**src/hw/cawd_cfg.svh**
```systemverilog
`ifndef CAWD_CFG_SVH
`define CAWD_CFG_SVH
// register byte addresses
`define CAWD_OFF_CTRL      12'h000
`define CAWD_OFF_MODE      12'h004
`define CAWD_OFF_CNT_LO    12'h008
`define CAWD_OFF_CNT_HI    12'h00C
`define CAWD_OFF_MM0       12'h010
`define CAWD_OFF_CMPL0     12'h020
`define CAWD_OFF_CMPH0     12'h030
// array mode register fields
`define CAWD_MD_IDLE       7
`define CAWD_MD_WDON       6
`define CAWD_MD_WATCHDOG_LOCK      5
`define CAWD_MD_TB_HI      3
`define CAWD_MD_TB_LO      1
`define CAWD_MD_RESET      8'h40
// control register fields
`define CAWD_CN_RUN        6
// module mode fields
`define CAWD_MM_WIDE       7
`define CAWD_MM_CMP        6
`define CAWD_MM_MAT        3
`define CAWD_MM_TOG        2
`define CAWD_MM_PWM        1
`define CAWD_MM_SWTIMER    8'h48
// timebase divisors
`define CAWD_DIV12         4'd11
`define CAWD_DIV4          4'd3
`define CAWD_DIV8          4'd7
`endif

```
**src/hw/cawd_pkg.sv**
```systemverilog
`default_nettype none
package cawd_pkg;
    typedef enum logic [2:0] {
        CAWD_TB_DIV12,
        CAWD_TB_DIV4,
        CAWD_TB_T0OVF,
        CAWD_TB_EXTFALL,
        CAWD_TB_SYSCLK,
        CAWD_TB_EXTDIV8,
        CAWD_TB_RSV6,
        CAWD_TB_RSV7
    } cawd_tb_t;
    typedef struct packed {
        logic       wide;
        logic       cmp;
        logic       mat;
        logic       tog;
        logic       pwm;
    } cawd_mode_t;
    typedef struct packed {
        logic       tick;
        logic [7:0] cnt_lo;
        logic [7:0] cnt_hi;
        logic       lo_wrap;
        logic       hi_wrap;
    } cawd_cnt_t;
endpackage
`default_nettype wire

```
**src/hw/cawd_module.sv**
```systemverilog
`include "cawd_cfg.svh"
`default_nettype none
// one compare module: frequency output, 8/16-bit pwm, match flag
module cawd_module
    import cawd_pkg::*;
(
    // clock and reset
    input  wire logic       pclk,
    input  wire logic       presetn,
    // counter and module mode
    input  wire cawd_cnt_t  cnt,
    input  wire cawd_mode_t mode,
    // compare register writes
    input  wire logic       wr_lo,
    input  wire logic       wr_hi,
    input  wire logic [7:0] wdata,
    input  wire logic       wd_reload,
    input  wire logic [7:0] wd_value,
    // state
    output logic [7:0]      cmp_lo_r,
    output logic [7:0]      cmp_hi_r,
    output logic            cmp_en_r,
    output logic            match,
    output logic            pin_r
);
    logic [7:0] cmp_lo_nxt;
    logic [7:0] cmp_hi_nxt;
    logic       pin_nxt;
    wire        fout   = cmp_en_r & mode.tog & mode.pwm;
    wire        pwm8   = mode.pwm & ~mode.tog & ~mode.wide;
    wire        pwm16  = mode.pwm & ~mode.tog & mode.wide;
    wire        lo_eq  = cnt.cnt_lo == cmp_lo_r;
    wire        hi_eq  = cnt.cnt_hi == cmp_hi_r;
    wire        eq8    = cnt.tick & lo_eq;
    wire        eq16   = cnt.tick & lo_eq & hi_eq;
    wire        ovf8   = cnt.tick & cnt.lo_wrap;
    wire        ovf16  = ovf8 & cnt.hi_wrap;
    // pin rises as the count reaches compare: high from compare to wrap
    wire        set8   = cnt.tick &
                         (8'(cnt.cnt_lo + 8'h01) == cmp_lo_r);
    wire        set16  = cnt.tick &
                         (16'({cnt.cnt_hi, cnt.cnt_lo} + 16'h0001) ==
                          {cmp_hi_r, cmp_lo_r});

    assign match = cmp_en_r & (mode.pwm & ~mode.wide ? eq8 : eq16);

    always_comb
    begin
        cmp_lo_nxt = cmp_lo_r;
        cmp_hi_nxt = cmp_hi_r;
        pin_nxt    = pin_r;
        if (fout && eq8)
        begin
            pin_nxt    = ~pin_r;
            cmp_lo_nxt = cmp_lo_r + cmp_hi_r;
        end
        else if (pwm8)
        begin
            if (!cmp_en_r)
                pin_nxt = 1'b0;
            else if (ovf8)
                pin_nxt = (cmp_hi_r == 8'h00);
            else if (set8)
                pin_nxt = 1'b1;
            if (ovf8)
                cmp_lo_nxt = cmp_hi_r;
        end
        else if (pwm16)
        begin
            if (!cmp_en_r)
                pin_nxt = 1'b0;
            else if (ovf16)
                pin_nxt = ({cmp_hi_r, cmp_lo_r} == 16'h0000);
            else if (set16)
                pin_nxt = 1'b1;
        end
        if (wr_lo)
            cmp_lo_nxt = wdata;
        if (wd_reload)
            cmp_hi_nxt = wd_value;
        else if (wr_hi)
            cmp_hi_nxt = wdata;
    end

    always_ff @(posedge pclk or negedge presetn)
    begin
        if (!presetn)
        begin
            cmp_lo_r <= 8'h00;
            cmp_hi_r <= 8'h00;
            cmp_en_r <= 1'b0;
            pin_r    <= 1'b0;
        end
        else
        begin
            cmp_lo_r <= cmp_lo_nxt;
            cmp_hi_r <= cmp_hi_nxt;
            pin_r    <= pin_nxt;
            if (wr_hi || wd_reload)
                cmp_en_r <= 1'b1;
            else if (wr_lo)
                cmp_en_r <= 1'b0;
        end
    end
endmodule
`default_nettype wire

```
**src/hw/cawd_top.sv**
```systemverilog
// Notes on behaviour
// - frequency mode toggles pin every high-byte clocks
// - high byte zero means 256 clock half-period
// - on low match toggle, add high to low
// - 8-bit pwm: set on match, clear overflow
// - low byte wrap reloads low from high
// - 8-bit duty is (256 - high)/256
// - compare disabled gives constant zero output in pwm modes; frequency mode holds pin
// - low write clears, high write sets enable
// - 16-bit pwm: set on match, clear overflow
// - enable, pwm and wide select 16-bit pwm
// - zero gives full duty, FFFF minimal
// - watchdog_on turns module 2 into watchdog
// - watchdog freezes counter, timebase, idle, mode2
// - run writes ignored, run reads software value
// - module 2 high write loads count plus offset
// - low wrap with high match resets system
// - writing module 2 flag forces reset
// - on or lock enables; lock holds until reset
// - reset enables watchdog, timebase divide twelve
// - timebase select encodes six counter clock sources
// - wide select picks 8 or 16-bit pwm
`include "cawd_cfg.svh"
`default_nettype none
module cawd_top
    import cawd_pkg::*;
(
    // apb slave
    input  wire logic        pclk,
    input  wire logic        presetn,
    input  wire logic        psel,
    input  wire logic        penable,
    input  wire logic        pwrite,
    input  wire logic [11:0] paddr,
    input  wire logic [31:0] pwdata,
    output logic             pready,
    output logic             pslverr,
    output logic [31:0]      prdata,
    // timebase sources and cpu idle input
    input  wire logic        timer0_ovf,
    input  wire logic        ext_count_in,
    input  wire logic        ext_osc_tick,
    input  wire logic        cpu_idle,
    // module outputs and reset
    output logic [2:0]       module_output_pin,
    output logic             watchdog_reset_r
);
    // ==========================================================
    // registers
    // ==========================================================
    logic [7:0]  md_r;
    logic        run_r;
    logic [2:0]  flag_r;
    logic [7:0]  cnt_lo_r;
    logic [7:0]  cnt_hi_r;
    logic [7:0]  mm_r [3];
    logic [3:0]  div_r;
    logic [2:0]  ext_div_r;
    logic        ext_d_r;
    logic [31:0] rdata_nxt;
    logic [7:0]  cmp_lo [3];
    logic [7:0]  cmp_hi [3];
    logic [2:0]  cmp_en;
    logic [2:0]  match;
    logic [2:0]  pin;
    cawd_cnt_t   cnt;

    // ==========================================================
    // decode
    // ==========================================================
    wire        acc     = psel & penable;
    wire        wr      = acc & pwrite;
    wire [11:0] a       = paddr;
    wire [7:0]  wd8     = pwdata[7:0];
    wire        sel_cn  = a == `CAWD_OFF_CTRL;
    wire        sel_md  = a == `CAWD_OFF_MODE;
    wire        sel_cl  = a == `CAWD_OFF_CNT_LO;
    wire        sel_ch  = a == `CAWD_OFF_CNT_HI;
    wire        wd_en   = md_r[`CAWD_MD_WDON] | md_r[`CAWD_MD_WATCHDOG_LOCK];
    wire        idle_hold = md_r[`CAWD_MD_IDLE] & cpu_idle;
    wire        running = (run_r | wd_en) & ~idle_hold;
    wire cawd_tb_t tb   = cawd_tb_t'(md_r[`CAWD_MD_TB_HI:`CAWD_MD_TB_LO]);
    wire        ext_fall = ext_d_r & ~ext_count_in;
    logic       tick_src;

    // timebase selection
    always_comb
    begin
        case (tb)
            CAWD_TB_DIV12:   tick_src = div_r == `CAWD_DIV12;
            CAWD_TB_DIV4:    tick_src = div_r[1:0] == `CAWD_DIV4;
            CAWD_TB_T0OVF:   tick_src = timer0_ovf;
            CAWD_TB_EXTFALL: tick_src = ext_fall;
            CAWD_TB_SYSCLK:  tick_src = 1'b1;
            CAWD_TB_EXTDIV8: tick_src = ext_osc_tick &&
                                        ext_div_r == `CAWD_DIV8;
            default:         tick_src = 1'b0;
        endcase
    end

    assign cnt.tick    = tick_src & running;
    assign cnt.cnt_lo  = cnt_lo_r;
    assign cnt.cnt_hi  = cnt_hi_r;
    assign cnt.lo_wrap = cnt_lo_r == 8'hFF;
    assign cnt.hi_wrap = cnt_hi_r == 8'hFF;

    wire wd_hit  = wd_en && cnt.tick && cnt.lo_wrap
                   && cmp_hi[2] == cnt_hi_r;
    wire wd_kick = wd_en && wr && sel_cn && wd8[2];

    // ==========================================================
    // compare modules
    // ==========================================================
    genvar g;
    generate
        for (g = 0; g < 3; g++)
        begin : g_mod
            wire        wr_lo = wr && a == `CAWD_OFF_CMPL0 + 12'(4 * g);
            wire        wr_hi = wr && a == `CAWD_OFF_CMPH0 + 12'(4 * g);
            wire        is_wd = (g == 2) && wd_en;
            wire [7:0]  mmv   = is_wd ? `CAWD_MM_SWTIMER : mm_r[g];
            cawd_mode_t mode;
            assign mode.wide = mmv[`CAWD_MM_WIDE];
            assign mode.cmp  = mmv[`CAWD_MM_CMP];
            assign mode.mat  = mmv[`CAWD_MM_MAT];
            assign mode.tog  = mmv[`CAWD_MM_TOG];
            assign mode.pwm  = mmv[`CAWD_MM_PWM];
            cawd_module u_mod (
                .pclk      (pclk),
                .presetn   (presetn),
                .cnt       (cnt),
                .mode      (mode),
                .wr_lo     (wr_lo),
                .wr_hi     (wr_hi && !is_wd),
                .wdata     (wd8),
                .wd_reload (wr_hi && is_wd),
                .wd_value  (8'(cnt_hi_r + cmp_lo[g])),
                .cmp_lo_r  (cmp_lo[g]),
                .cmp_hi_r  (cmp_hi[g]),
                .cmp_en_r  (cmp_en[g]),
                .match     (match[g]),
                .pin_r     (pin[g])
            );
        end
    endgenerate

    // ==========================================================
    // read mux
    // ==========================================================
    always_comb
    begin
        rdata_nxt = 32'h0000_0000;
        if (sel_cn)
            rdata_nxt[7:0] = {1'b0, run_r, 3'b000, flag_r};
        else if (sel_md)
            rdata_nxt[7:0] = md_r;
        else if (sel_cl)
            rdata_nxt[7:0] = cnt_lo_r;
        else if (sel_ch)
            rdata_nxt[7:0] = cnt_hi_r;
        for (int i = 0; i < 3; i++)
        begin
            if (a == `CAWD_OFF_MM0 + 12'(4 * i))
                rdata_nxt[7:0] = {mm_r[i][7:1] & 7'h7F, mm_r[i][0]} &
                                 {1'b1, cmp_en[i] | 1'b0, 6'h3F} |
                                 {1'b0, cmp_en[i], 6'h00};
            if (a == `CAWD_OFF_CMPL0 + 12'(4 * i))
                rdata_nxt[7:0] = cmp_lo[i];
            if (a == `CAWD_OFF_CMPH0 + 12'(4 * i))
                rdata_nxt[7:0] = cmp_hi[i];
        end
    end

    wire mapped = sel_cn | sel_md | sel_cl | sel_ch |
                  (a[11:6] == 6'h00 && a[1:0] == 2'b00 &&
                   a[5:2] >= 4'h4 && a[5:2] != 4'h7 &&
                   a[5:2] != 4'hB && a[5:2] <= 4'hE);

    // ==========================================================
    // apb answer: one wait-free access phase
    // ==========================================================
    always_ff @(posedge pclk or negedge presetn)
    begin
        if (!presetn)
        begin
            pready  <= 1'b0;
            pslverr <= 1'b0;
            prdata  <= 32'h0000_0000;
        end
        else
        begin
            pready  <= psel & ~penable;
            pslverr <= psel & ~penable & ~mapped;
            prdata  <= (psel & ~penable & ~pwrite) ? rdata_nxt : prdata;
        end
    end

    // ==========================================================
    // control, counter, flags
    // ==========================================================
    wire wr_ok = wr && pready;

    always_ff @(posedge pclk or negedge presetn)
    begin
        if (!presetn)
        begin
            md_r     <= `CAWD_MD_RESET;
            run_r    <= 1'b0;
            cnt_lo_r <= 8'h00;
            cnt_hi_r <= 8'h00;
            flag_r   <= 3'b000;
            div_r    <= 4'h0;
            ext_div_r <= 3'h0;
            ext_d_r  <= 1'b1;
            watchdog_reset_r <= 1'b0;
            module_output_pin <= 3'b000;
            for (int i = 0; i < 3; i++)
                mm_r[i] <= 8'h00;
        end
        else
        begin
            div_r   <= (div_r == `CAWD_DIV12) ? 4'h0 : div_r + 4'h1;
            ext_d_r <= ext_count_in;
            if (ext_osc_tick)
                ext_div_r <= ext_div_r + 3'h1;
            module_output_pin <= pin;
            watchdog_reset_r  <= wd_hit | wd_kick;
            for (int i = 0; i < 3; i++)
            begin
                if (match[i])
                    flag_r[i] <= 1'b1;
                else if (wr_ok && sel_cn && !wd8[i])
                    flag_r[i] <= 1'b0;
                if (wr_ok && a == `CAWD_OFF_MM0 + 12'(4 * i)
                    && !(i == 2 && wd_en))
                    mm_r[i] <= wd8;
            end
            if (wr_ok && sel_cn)
                run_r <= wd8[`CAWD_CN_RUN];
            if (wr_ok && sel_md)
            begin
                if (!wd_en)
                    md_r <= wd8 & 8'hEF;
                else if (!md_r[`CAWD_MD_WATCHDOG_LOCK])
                begin
                    md_r[`CAWD_MD_WDON]  <= wd8[`CAWD_MD_WDON];
                    md_r[`CAWD_MD_WATCHDOG_LOCK] <= wd8[`CAWD_MD_WATCHDOG_LOCK];
                end
            end
            if (wr_ok && sel_cl && !wd_en)
                cnt_lo_r <= wd8;
            else if (cnt.tick)
                cnt_lo_r <= cnt_lo_r + 8'h01;
            if (wr_ok && sel_ch && !wd_en)
                cnt_hi_r <= wd8;
            else if (cnt.tick && cnt.lo_wrap)
                cnt_hi_r <= cnt_hi_r + 8'h01;
        end
    end
endmodule
`default_nettype wire

```
**config.mk**
```make
export PLATFORM = sky130hd
export DESIGN_NAME = cawd_top
export DESIGN_NICKNAME = d
export VERILOG_FILES = /design/src/hw/cawd_pkg.sv /design/src/hw/cawd_module.sv /design/src/hw/cawd_top.sv
export VERILOG_INCLUDE_DIRS = /design/src /design/src/hw
export SDC_FILE = /design/constraint.sdc
export NUM_CORES = 1
export LEC_CHECK = 0
export BUFFER_PORTS_ARGS = -buffer_cell sky130_fd_sc_hd__buf_2
export CAP_MARGIN = 5
export CORE_ASPECT_RATIO = 1.5
export CORE_UTILIZATION = 60
export DETAILED_ROUTE_END_ITERATION = 16
export PLACE_DENSITY = 0.78
export SLEW_MARGIN = 20
export SYNTH_ARGS = -nofsm -noshare
export SYNTH_HDL_FRONTEND = slang
export SYNTH_SLANG_ARGS = --single-unit
```
**constraint.sdc**
```tcl
create_clock -name pclk -period 4 [get_ports pclk]
set_input_delay 0.2 -clock pclk [delete_from_list [all_inputs] [get_ports pclk]]
set_output_delay 0.2 -clock pclk [all_outputs]
set_load 0.01 [all_outputs]
```
=== Word-level counts from Yosys, hierarchy flattened ===
Index checks and enable logic that the tools add are counted.

* Register bits after elaboration: 127
* Logic and storage cells: 316

* Add/sub/neg operators: 9
* Magnitude comparators: 2
* Equality and inequality tests: 44
* Muxes and demuxes: 78
* Bitwise gates (word level): 72
* Reductions and logical operators: 79

{| class="wikitable"
|+ Operator list
! kind !! number
|-
| two-way mux 8 bit || 32
|-
| equality test 8 bit || 10
|-
| equality test 12 x 6 -> 1 bit, second input constant || 6
|-
| equality test 16 bit || 3
|-
| logical NOT 16 bit || 3
|-
| bitwise AND 1 bit || 44
|-
| two-way mux 1 bit || 42
|-
| logical AND 1 bit || 38
|-
| equality test 12 x 5 -> 1 bit, second input constant || 3
|-
| adder 8 bit || 4
|-
| nonzero test 3 bit || 9
|-
| inequality test 5 bit, second input constant || 5
|-
| bitwise AND 8 bit || 3
|-
| equality test 12 x 4 -> 1 bit, second input constant || 2
|-
| logical NOT 8 bit || 3
|-
| bitwise OR 8 x 7 -> 8 bit || 3
|-
| nonzero test 2 bit || 9
|-
| adder 16 x 1 -> 16 bit, second input constant || 1
|-
| adder 8 x 1 -> 8 bit, second input constant || 2
|-
| equality test 8 bit, second input constant || 2
|-
| inverter 1 bit || 15
|-
| equality test 12 x 3 -> 1 bit, second input constant || 1
|-
| logical NOT 12 bit || 1
|-
| AND reduction 2 bit || 5
|-
| 23 further kinds || 38
|}

=== Longest topological paths before layout ===
Gate-level depths: netlist (run 1).

* Depth in word-level cells: 14
* Mapped depth: 12

=== Cells and area by module ===
A second synthesis (run 1) with hierarchy kept.

* Cell total of the unflattened synthesis: 1,400
* Area, all modules: 11,841.4 um2

{| class="wikitable"
|+ Modules (own cells, without submodules)
! module !! instances !! cells an instance !! area an instance (um2)
|-
| cawd_top || 1 || 641 || 5,685.5
|-
| cawd_module at g_mod[0].u_mod ... || 2 || 251 || 2,049.5
|-
| cawd_module at g_mod[1].u_mod || 1 || 257 || 2,057.0
|}

=== Least setup slack after synthesis (run 1) ===
Ideal clock, no wire load.

* Path kind: register to register
* Start: register cnt_lo_r[4]
* End: register g_mod[2].u_mod.cmp_lo_r[4]
* Arrival: 2,436 ps
* Setup slack: 1,439 ps
* Stages on the path, launching flop included: 11
* Buffers on the path: 3
* Period minus slack after synthesis: 2,561 ps
* Cells stage by stage: dfrtp_1 > buf_6 > xor2_1 > or4_1 > or3_1 > or3_1 > buf_2 > buf_6 > nand2_1 > a31oi_1 > mux2_2

* Word-level cells in the longest chain between the ends: 5
* Elaborated cells on any way between the ends: 10

{| class="wikitable"
|+ RTL lines
! what !! line !! text
|-
| start, declared || cawd_top.sv:54 || <nowiki>logic [7:0] cnt_lo_r;</nowiki>
|-
| start signal, assigned || cawd_top.sv:251 || <nowiki>cnt_lo_r <= wd8;</nowiki>
|-
| start signal, assigned || cawd_top.sv:253 || <nowiki>cnt_lo_r <= cnt_lo_r + 8'h01;</nowiki>
|-
| equality test 8 bit || cawd_module.sv:32 || <nowiki>wire lo_eq = cnt.cnt_lo == cmp_lo_r;</nowiki>
|-
| bitwise AND 1 bit || cawd_module.sv:34 || <nowiki>wire eq8 = cnt.tick & lo_eq;</nowiki>
|-
| logical AND 1 bit || cawd_module.sv:52 || <nowiki>if (fout && eq8)</nowiki>
|-
| nonzero test 3 bit (no line) / two-way mux 8 bit (equally long branches) || -- ||
|-
| AND reduction 2 bit (no line) / two-way mux 8 bit (equally long branches) || -- ||
|-
| end signal, assigned || cawd_module.sv:96 || <nowiki>cmp_lo_r <= cmp_lo_nxt;</nowiki>
|-
| end, declared || cawd_module.sv:20 || <nowiki>output logic [7:0] cmp_lo_r,</nowiki>
|}

Parallel ways exist; a longest one is shown, timed or not.
A chain may end at the register's enable or synchronous reset.

=== Final worst setup path (run 1) ===
* Start: register cnt_lo_r[0]
* End: register g_mod[0].u_mod.pin_r

* Word-level cells in the longest chain between the ends: 8
* Elaborated cells on any way between the ends: 23

{| class="wikitable"
|+ RTL lines
! what !! line !! text
|-
| parallel branches: the longest is 8 deep, another holds adder 16 x 1 -> 16 bit || -- ||
|-
| end signal, assigned || cawd_module.sv:98 || <nowiki>pin_r <= pin_nxt;</nowiki>
|-
| end, declared || cawd_module.sv:24 || <nowiki>output logic pin_r</nowiki>
|}

Several ways; the timed one is not identified. The select of a mux whose other input is x is not followed.

==> flow_summary.toml, run 1 <==
[outcome]
outcome = "finished, final reports clean"

[timing]
worst_pin_slew_ns = 1.26
finalHoldViolCount = 0
rsz0062_at_grt = "no"
period_needed_ns = 3.12
relSlewSlack_pct = 15.8
fin_setup_tns_ns = 0
period_share_pct = 77.9
setup_viol = 0
fmax_mhz = 321
final.setup_skew_ns = 0.0103
slew_viol_final = 0

[synthesis]
synth_edf_count = 0
netlist_instances = 1129
ys_async_sr_fraction_pct = 100
syn-cell-area_um2 = 9630
synth_commonest_cells = "nand2_1 (133), dfrtp_1 (122), o21ai_0 (91)"
synth-seq-cells = 124
ys_seq_area_share_pct = 32.3
yosysMostFrequentCell = "nand2_1"
yosysUniqueCellTypes = 72
synth.area.top_cells = "dfrtp_1 (32%), mux2_2 (6.7%), xnor2_1 (6.1%)"
syn_avg_cell_area_um2 = 8.53
synth_top_area_share_pct = 31.7
synth_flop_cell = "dfrtp_1"
synth_top_cell_by_area = "dfrtp_1"
ys_warn_count = 0

[clock_tree]
cts_max_path_buffers = 2
numCtsBuffers = 17
cts_sinks = 124
post_cts_resized = 0
clk_pin_slew_ns = 0.06
h-tree-depth = 4
worstSkewPairLatency_ns = 0.43
root_buffer = "clkbuf_16"
cts_tree = "done"
cts_setup_buffers = 0

[placed_design]
hpwl_um = 24400
port_buffers = 42
routabilityCongestion = 1.03
placed_area_um2 = 9950

[cells_and_area]
fin_nets = 1251
drive_gt1_share_pct = 15.4
diodes = 0
regArea_um2 = 3110
fill_cells = 1343
multi_input_area_um2 = 5980
finish.instance_area_um2 = 10500
syn2layout_area_growth_pct = 9.52

[routing]
drc = 0
ant_nets = 0
wl_per_cell_um = 25.1
drt_iter0_drc = 973
drtPass1Iterations = 12
viasPerCell = 6.70
finalWirelength_um = 34500
num_vias = 9221

[worst_setup_path]
endpoint = "g_mod[0].u_mod.pin_r"
crit_path_max_incr_delay_ns = 0.62
crit_buf_inv = 0
startpoint = "cnt_lo_r[0]"
cp_top_family = "compound AO/OA/AOI/OAI gates"
start_kind = "register"
arrival_ns = 3.46
rr_worst_depth = 9
r2r-start = "cnt_lo_r[0]"
cp-end-kind = "register"
cp_cell_sequence = "ha_1 > nand4_1 > nor3_1 > nand3b_1 > o211ai_1 > o2111ai_1 > o41ai_1 > a21oi_1 > o211ai_1"
ff2ff_setup_slack_ns = 0.88
reg2reg_to = "g_mod[0].u_mod.pin_r"
crit_type = "register to register"
critPathSlowestCell = "o41ai_1"
critPathMaxFanout = 12
timing.critical_path.mode_cell = "o211ai_1"
required_ns = 4.35
cp_num_cells = 9

[floorplan]
core-area_um2 = 15600
fp-row-count = 56
die_width_um = 105
dieArea_um2 = 16600
start_util_pct = 61.6
die_h_um = 157
boundaryPins = 91

[power_and_ir_drop]
peakVddDrop_mv = 0.231
p_leak_nw = 4.73
power_density_nw_per_um2 = 286

[hold_path]
min_path_type = "input port to register"

[global_routing]
antenna_found_initial = 0
grt.total_usage_pct = 42.7
grt_overflow = 0
grt_pass1_wl_um = 51600
grt_max_degree = 102
grt_pass1_vias = 8879

[job]
cap_violations = 0
[power breakdown]
group	internal [mW]	switching, mW
Combinational	0.0627	0.133
Clock	0.929	0.593
Sequential	1.28	0.0158
[layout make-up]
cell class | instances | share of cell area [%]
clock buffers | 21 | 4.27
multi-input cells | 905 | 56.8
clock inverters | 11 | 1.14
inverters | 34 | 1.21
flip-flops and latches | 124 | 29.5
repair buffers | 79 | 4.74
well taps | 203 | 2.41
[cells by family (layout without fill, tap and decap cells)]
kind of cell / count (synthesis) / in the layout / share of synthesized area [%]
and+or+nand+nor: 368 / 368 / 18.3
AOI/OAI and AO/OA: 282 / 282 / 18.5
DFF: 124 / 124 / 32.3
buffers and inverters: 123 / 145 / 6.46
xor gates and xnor gates: 120 / 120 / 10.9
muxes: 72 / 72 / 8.23
adders and majority gates: 39 / 39 / 5.33
other: 1 / 24 / 0.0390
[worst min-delay path by stage]
stage | startpoint | to | slack (ns) | cells past startpoint
after floorplan | presetn | cnt_hi_r[0] | -0.1 | 0
after global placement | ext_count_in | ext_d_r | 0.31 | 1
after detailed placement | ext_count_in | ext_d_r | 0.32 | 1
after CTS | ext_osc_tick | ext_div_r[0] | 0.01 | 2
after global routing | ext_osc_tick | ext_div_r[0] | 0.04 | 2
final | ext_osc_tick | ext_div_r[0] | 0.02 | 2
[layer usage]
layer / part of all wire (%) / global-route usage, %
met1: 36 / 49.8
met2: 46 / 68.2
met3: 9.6 / 8.28
met4: 8.8 / 35.4
met5: 0 / 0
[state kept, by name, indices dropped and copies added (netlist names)]
name / flops
g_mod.u_mod.cmp_en_r: 3
pready: 1
mm_r: 7
module_output_pin: 3
cnt_hi_r: 8
watchdog_reset_r: 1
g_mod.u_mod.cmp_hi_r: 24
g_mod.mmv: 14
md_r: 7
div_r: 4
flag_r: 3
prdata: 8
g_mod.u_mod.pin_r: 3
pslverr: 1
ext_div_r: 3
ext_d_r: 1
run_r: 1
g_mod.u_mod.cmp_lo_r: 24
cnt_lo_r: 8
[cell usage in the layout (no fill, tap or decap), types with 10 or more instances in the layout]
| master | synthesis | layout |
|---|---|---|
| mux2_2 | 57 | 57 |
| nor2b_1 | 12 | 12 |
| and3_1 | 11 | 11 |
| buf_2 | 12 | 41 |
| mux2i_1 | 15 | 15 |
| a21oi_1 | 52 | 52 |
| nand2_1 | 133 | 133 |
| nor4_1 | 23 | 23 |
| nand3_1 | 39 | 39 |
| nand4_1 | 12 | 12 |
| nor2_1 | 71 | 71 |
| a21o_1 | 10 | 10 |
| a22oi_1 | 12 | 12 |
| xnor2_1 | 67 | 67 |
| dfrtp_1 | 122 | 122 |
| nor3_1 | 23 | 23 |
| clkbuf_16 | 0 | 17 |
| o22ai_1 | 22 | 22 |
| inv_1 | 34 | 34 |
| conb_1 | 1 | 24 |
| o211ai_1 | 17 | 17 |
| buf_4 | 25 | 35 |
| xor2_1 | 53 | 53 |
| ha_1 | 33 | 33 |
| a31oi_1 | 13 | 13 |
| nand2b_1 | 10 | 10 |
| o21ai_0 | 91 | 91 |
[stage by stage]
step | instances | power (mW) | hold slack (ns) | setup slack [ns] | util [%]
after floorplan | 1152 | 1.43 | -0.0956 | 1.44 | -
after global placement | 1343 | 1.51 | 0.315 | 0.958 | 63.7
after detailed placement | 1343 | 1.51 | 0.318 | 0.959 | 63.7
after CTS | 1377 | 3.02 | 0.0108 | 0.941 | 67.5
after global routing | 1377 | 3.09 | 0.0353 | 0.623 | 67.5
final | 1377 | 3.02 | 0.0189 | 0.885 | 67.5
[what timing repair did]
action                                  4_1_cts  5_1_grt
hold buffers                                  2        0
endpoints found under the setup margin        0        0
endpoints found under the hold margin        99        0
Note: power is estimated with default switching activity, not from simulation.
==> inputs of run 2 (changes only) <==
- clock period: 4 -> 3 ns (I/O delays scaled with it)
==> run 2 against run 1 <==
Against the previous run:
- the run now ends with negative setup slack left
- count of clock-buffer cells in the layout decreased by 3
- critical path depth unchanged
- clock power increased by 34%
- global-route usage up 2.0 points
- clock skew is 0.00065 ns lower
- wire length grew 2.0%
- register-to-register slack lost 0.91 ns
- hold slack improved by 0.013 ns
- die area is the same
- final cell count up 2.8%
- sequential share of layout area shrank 0.83 points
- via count is 3.6% higher
- critical path type unchanged
- largest power group unchanged
==> flow_summary.toml, run 2 (synthesized netlist as in run 1, its figures left out) <==
[floorplan]
start_util_pct = 61.6
boundaryPins = 91
dieArea_um2 = 16600
fp-row-count = 56
core-area_um2 = 15600
die_width_um = 105
die_h_um = 157

[placed_design]
port_buffers = 42
routabilityCongestion = 1.07
hpwl_um = 24900
placed_area_um2 = 10200

[worst_setup_path]
critPathMaxFanout = 6
arrival_ns = 3.37
crit_type = "register to register"
ff2ff_setup_slack_ns = -0.02
reg2reg_to = "g_mod[0].u_mod.pin_r"
start_kind = "register"
cp-end-kind = "register"
rr_worst_depth = 9
r2r-start = "cnt_lo_r[1]"
required_ns = 3.35

[cells_and_area]
fill_cells = 1283
final_util_pct = 69.4
final_cell_mix = "nand2_1 (133), dfrtp_1 (122), o21ai_0 (90), nor2_1 (71), buf_4 (71)"
syn2layout_area_growth_pct = 12.7
drive_gt1_share_pct = 18.3
diodes = 0
fin_nets = 1289
finish.instance_area_um2 = 10800
layout_commonest_cell = "nand2_1"

[routing]
drt_iter0_drc = 1063
num_vias = 9553
drc = 0
wl_per_cell_um = 24.9
drtPass1Iterations = 7
ant_nets = 0
viasPerCell = 6.75
finalWirelength_um = 35200

[timing]
slew_viol_final = 0
fmax_mhz = 331
relSlewSlack_pct = 43.1
rsz0062_at_grt = "no"
setup_viol = 1
final.setup_skew_ns = 0.00968
finalHoldViolCount = 0
fin_setup_tns_ns = -0.0220
period_share_pct = 101
worst_pin_slew_ns = 0.854
period_needed_ns = 3.02
setup_ws_ns = -0.0220

[power_and_ir_drop]
netSwitchingPower_mw = 1.07
clkPwrFrac_pct = 50.6
pwr-share-comb_pct = 6.6
p_seq_share_pct = 42.8
power_density_nw_per_um2 = 372
p_leak_nw = 4.93
p_int_mw = 2.97
sw_frac_of_total_pct = 26.4
peakVddDrop_mv = 0.347

[clock_tree]
cts_sinks = 124
cts_tree = "done"
root_buffer = "clkbuf_16"
worstSkewPairLatency_ns = 0.44
cts_max_path_buffers = 2
numCtsBuffers = 17
clk_pin_slew_ns = 0.06
cts_setup_buffers = 0
h-tree-depth = 4

[outcome]
violations = "negative setup slack"
outcome = "complete, but fails checks"

[global_routing]
grt_overflow = 0
grt.total_usage_pct = 44.7
grt_pass1_wl_um = 54100
antenna_found_initial = 1
grt_max_degree = 86
grt_pass1_vias = 9291

[hold_path]
min_path_cells = 3
min-delay-start = "psel"
min_path_type = "input port to register"
hold_path_end = "pready"

[job]
cap_violations = 0
[run 2: cell types whose count changed in the layout (fill, tap and decap cells not counted), moves of 2 or more]
cell,delta
inv_6,+6
buf_4,+36
clkinv_2,-2
clkbuf_1,-3
[run 2: what timing repair did]
action | CTS | global route
resized for setup | 0 | 2
endpoints found under the setup margin | 0 | 1
hold endpoints to repair | 84 | 0
hold buffers | 3 | 0
[run 2: worst max path at each step]
| stage | start | endpoint | slack [ns] | cells past startpoint |
|---|---|---|---|---|
| 6_report | cnt_lo_r[1] | g_mod[0].u_mod.pin_r | -0.02 | 9 |
| 5_1_grt | cnt_lo_r[1] | g_mod[0].u_mod.pin_r | 0.008 | 9 |
| 4_1_cts | cnt_lo_r[1] | g_mod[0].u_mod.pin_r | 0.1 | 9 |
| 3_5_place_dp | cnt_lo_r[1] | g_mod[0].u_mod.pin_r | 0.13 | 9 |
| 3_3_place_gp | cnt_lo_r[1] | g_mod[0].u_mod.pin_r | 0.11 | 9 |
| 2_1_floorplan | cnt_lo_r[4] | g_mod[2].u_mod.cmp_lo_r[4] | 0.44 | 10 |
[run 2: power groups by stage]
stage                     Sequential [mW]  Combinational, mW  Clock (mW)
after detailed placement             1.76              0.259           0
final                                1.73              0.267        2.04
after floorplan                      1.76              0.148           0
after global routing                 1.73              0.297        2.11
after global placement               1.76              0.257           0
after CTS                            1.73              0.263        2.04
[run 2: area by class of cell]
class,instances,area (um2),area share [%]
sequential,124,3110,28.6
inverter,34,128,1.18
clock inverter,14,133,1.22
tap,203,254,2.34
multi-input combinational,905,5990,55.2
timing repair buffer,117,800,7.37
clock buffer,18,439,4.05
[run 2: metrics by stage]
stage / hold slack [ns] / std cells / power [mW] / setup slack, ns
5_1_grt: 0.0681 / 1415 / 4.14 / 0.00848
3_3_place_gp: 0.251 / 1380 / 2.01 / 0.110
6_report: 0.0321 / 1415 / 4.04 / -0.0220
4_1_cts: 0.0191 / 1415 / 4.03 / 0.0985
3_5_place_dp: 0.254 / 1380 / 2.02 / 0.134
2_1_floorplan: -0.146 / 1152 / 1.91 / 0.439
[run 2: metal layers]
layer / up-vias / track usage, % / part of all wire, %
met5: - / 0 / 0.037
met2: 700 / 70.6 / 45
met3: 229 / 10.9 / 12
met4: 2 / 37.6 / 9.0
met1: 4466 / 51.2 / 34
li1: 4156 / - / -
[run 2: worst max-delay path, cell delays in order, from the launching register on]
cell and delay (ns):
dfrtp_1 0.50, ha_1 0.25, and4_2 0.32, nand2_1 0.20, o41ai_1 0.42, o2111ai_1 0.19
o41ai_1 0.62, buf_4 0.21, a21oi_1 0.06, o211ai_1 0.17
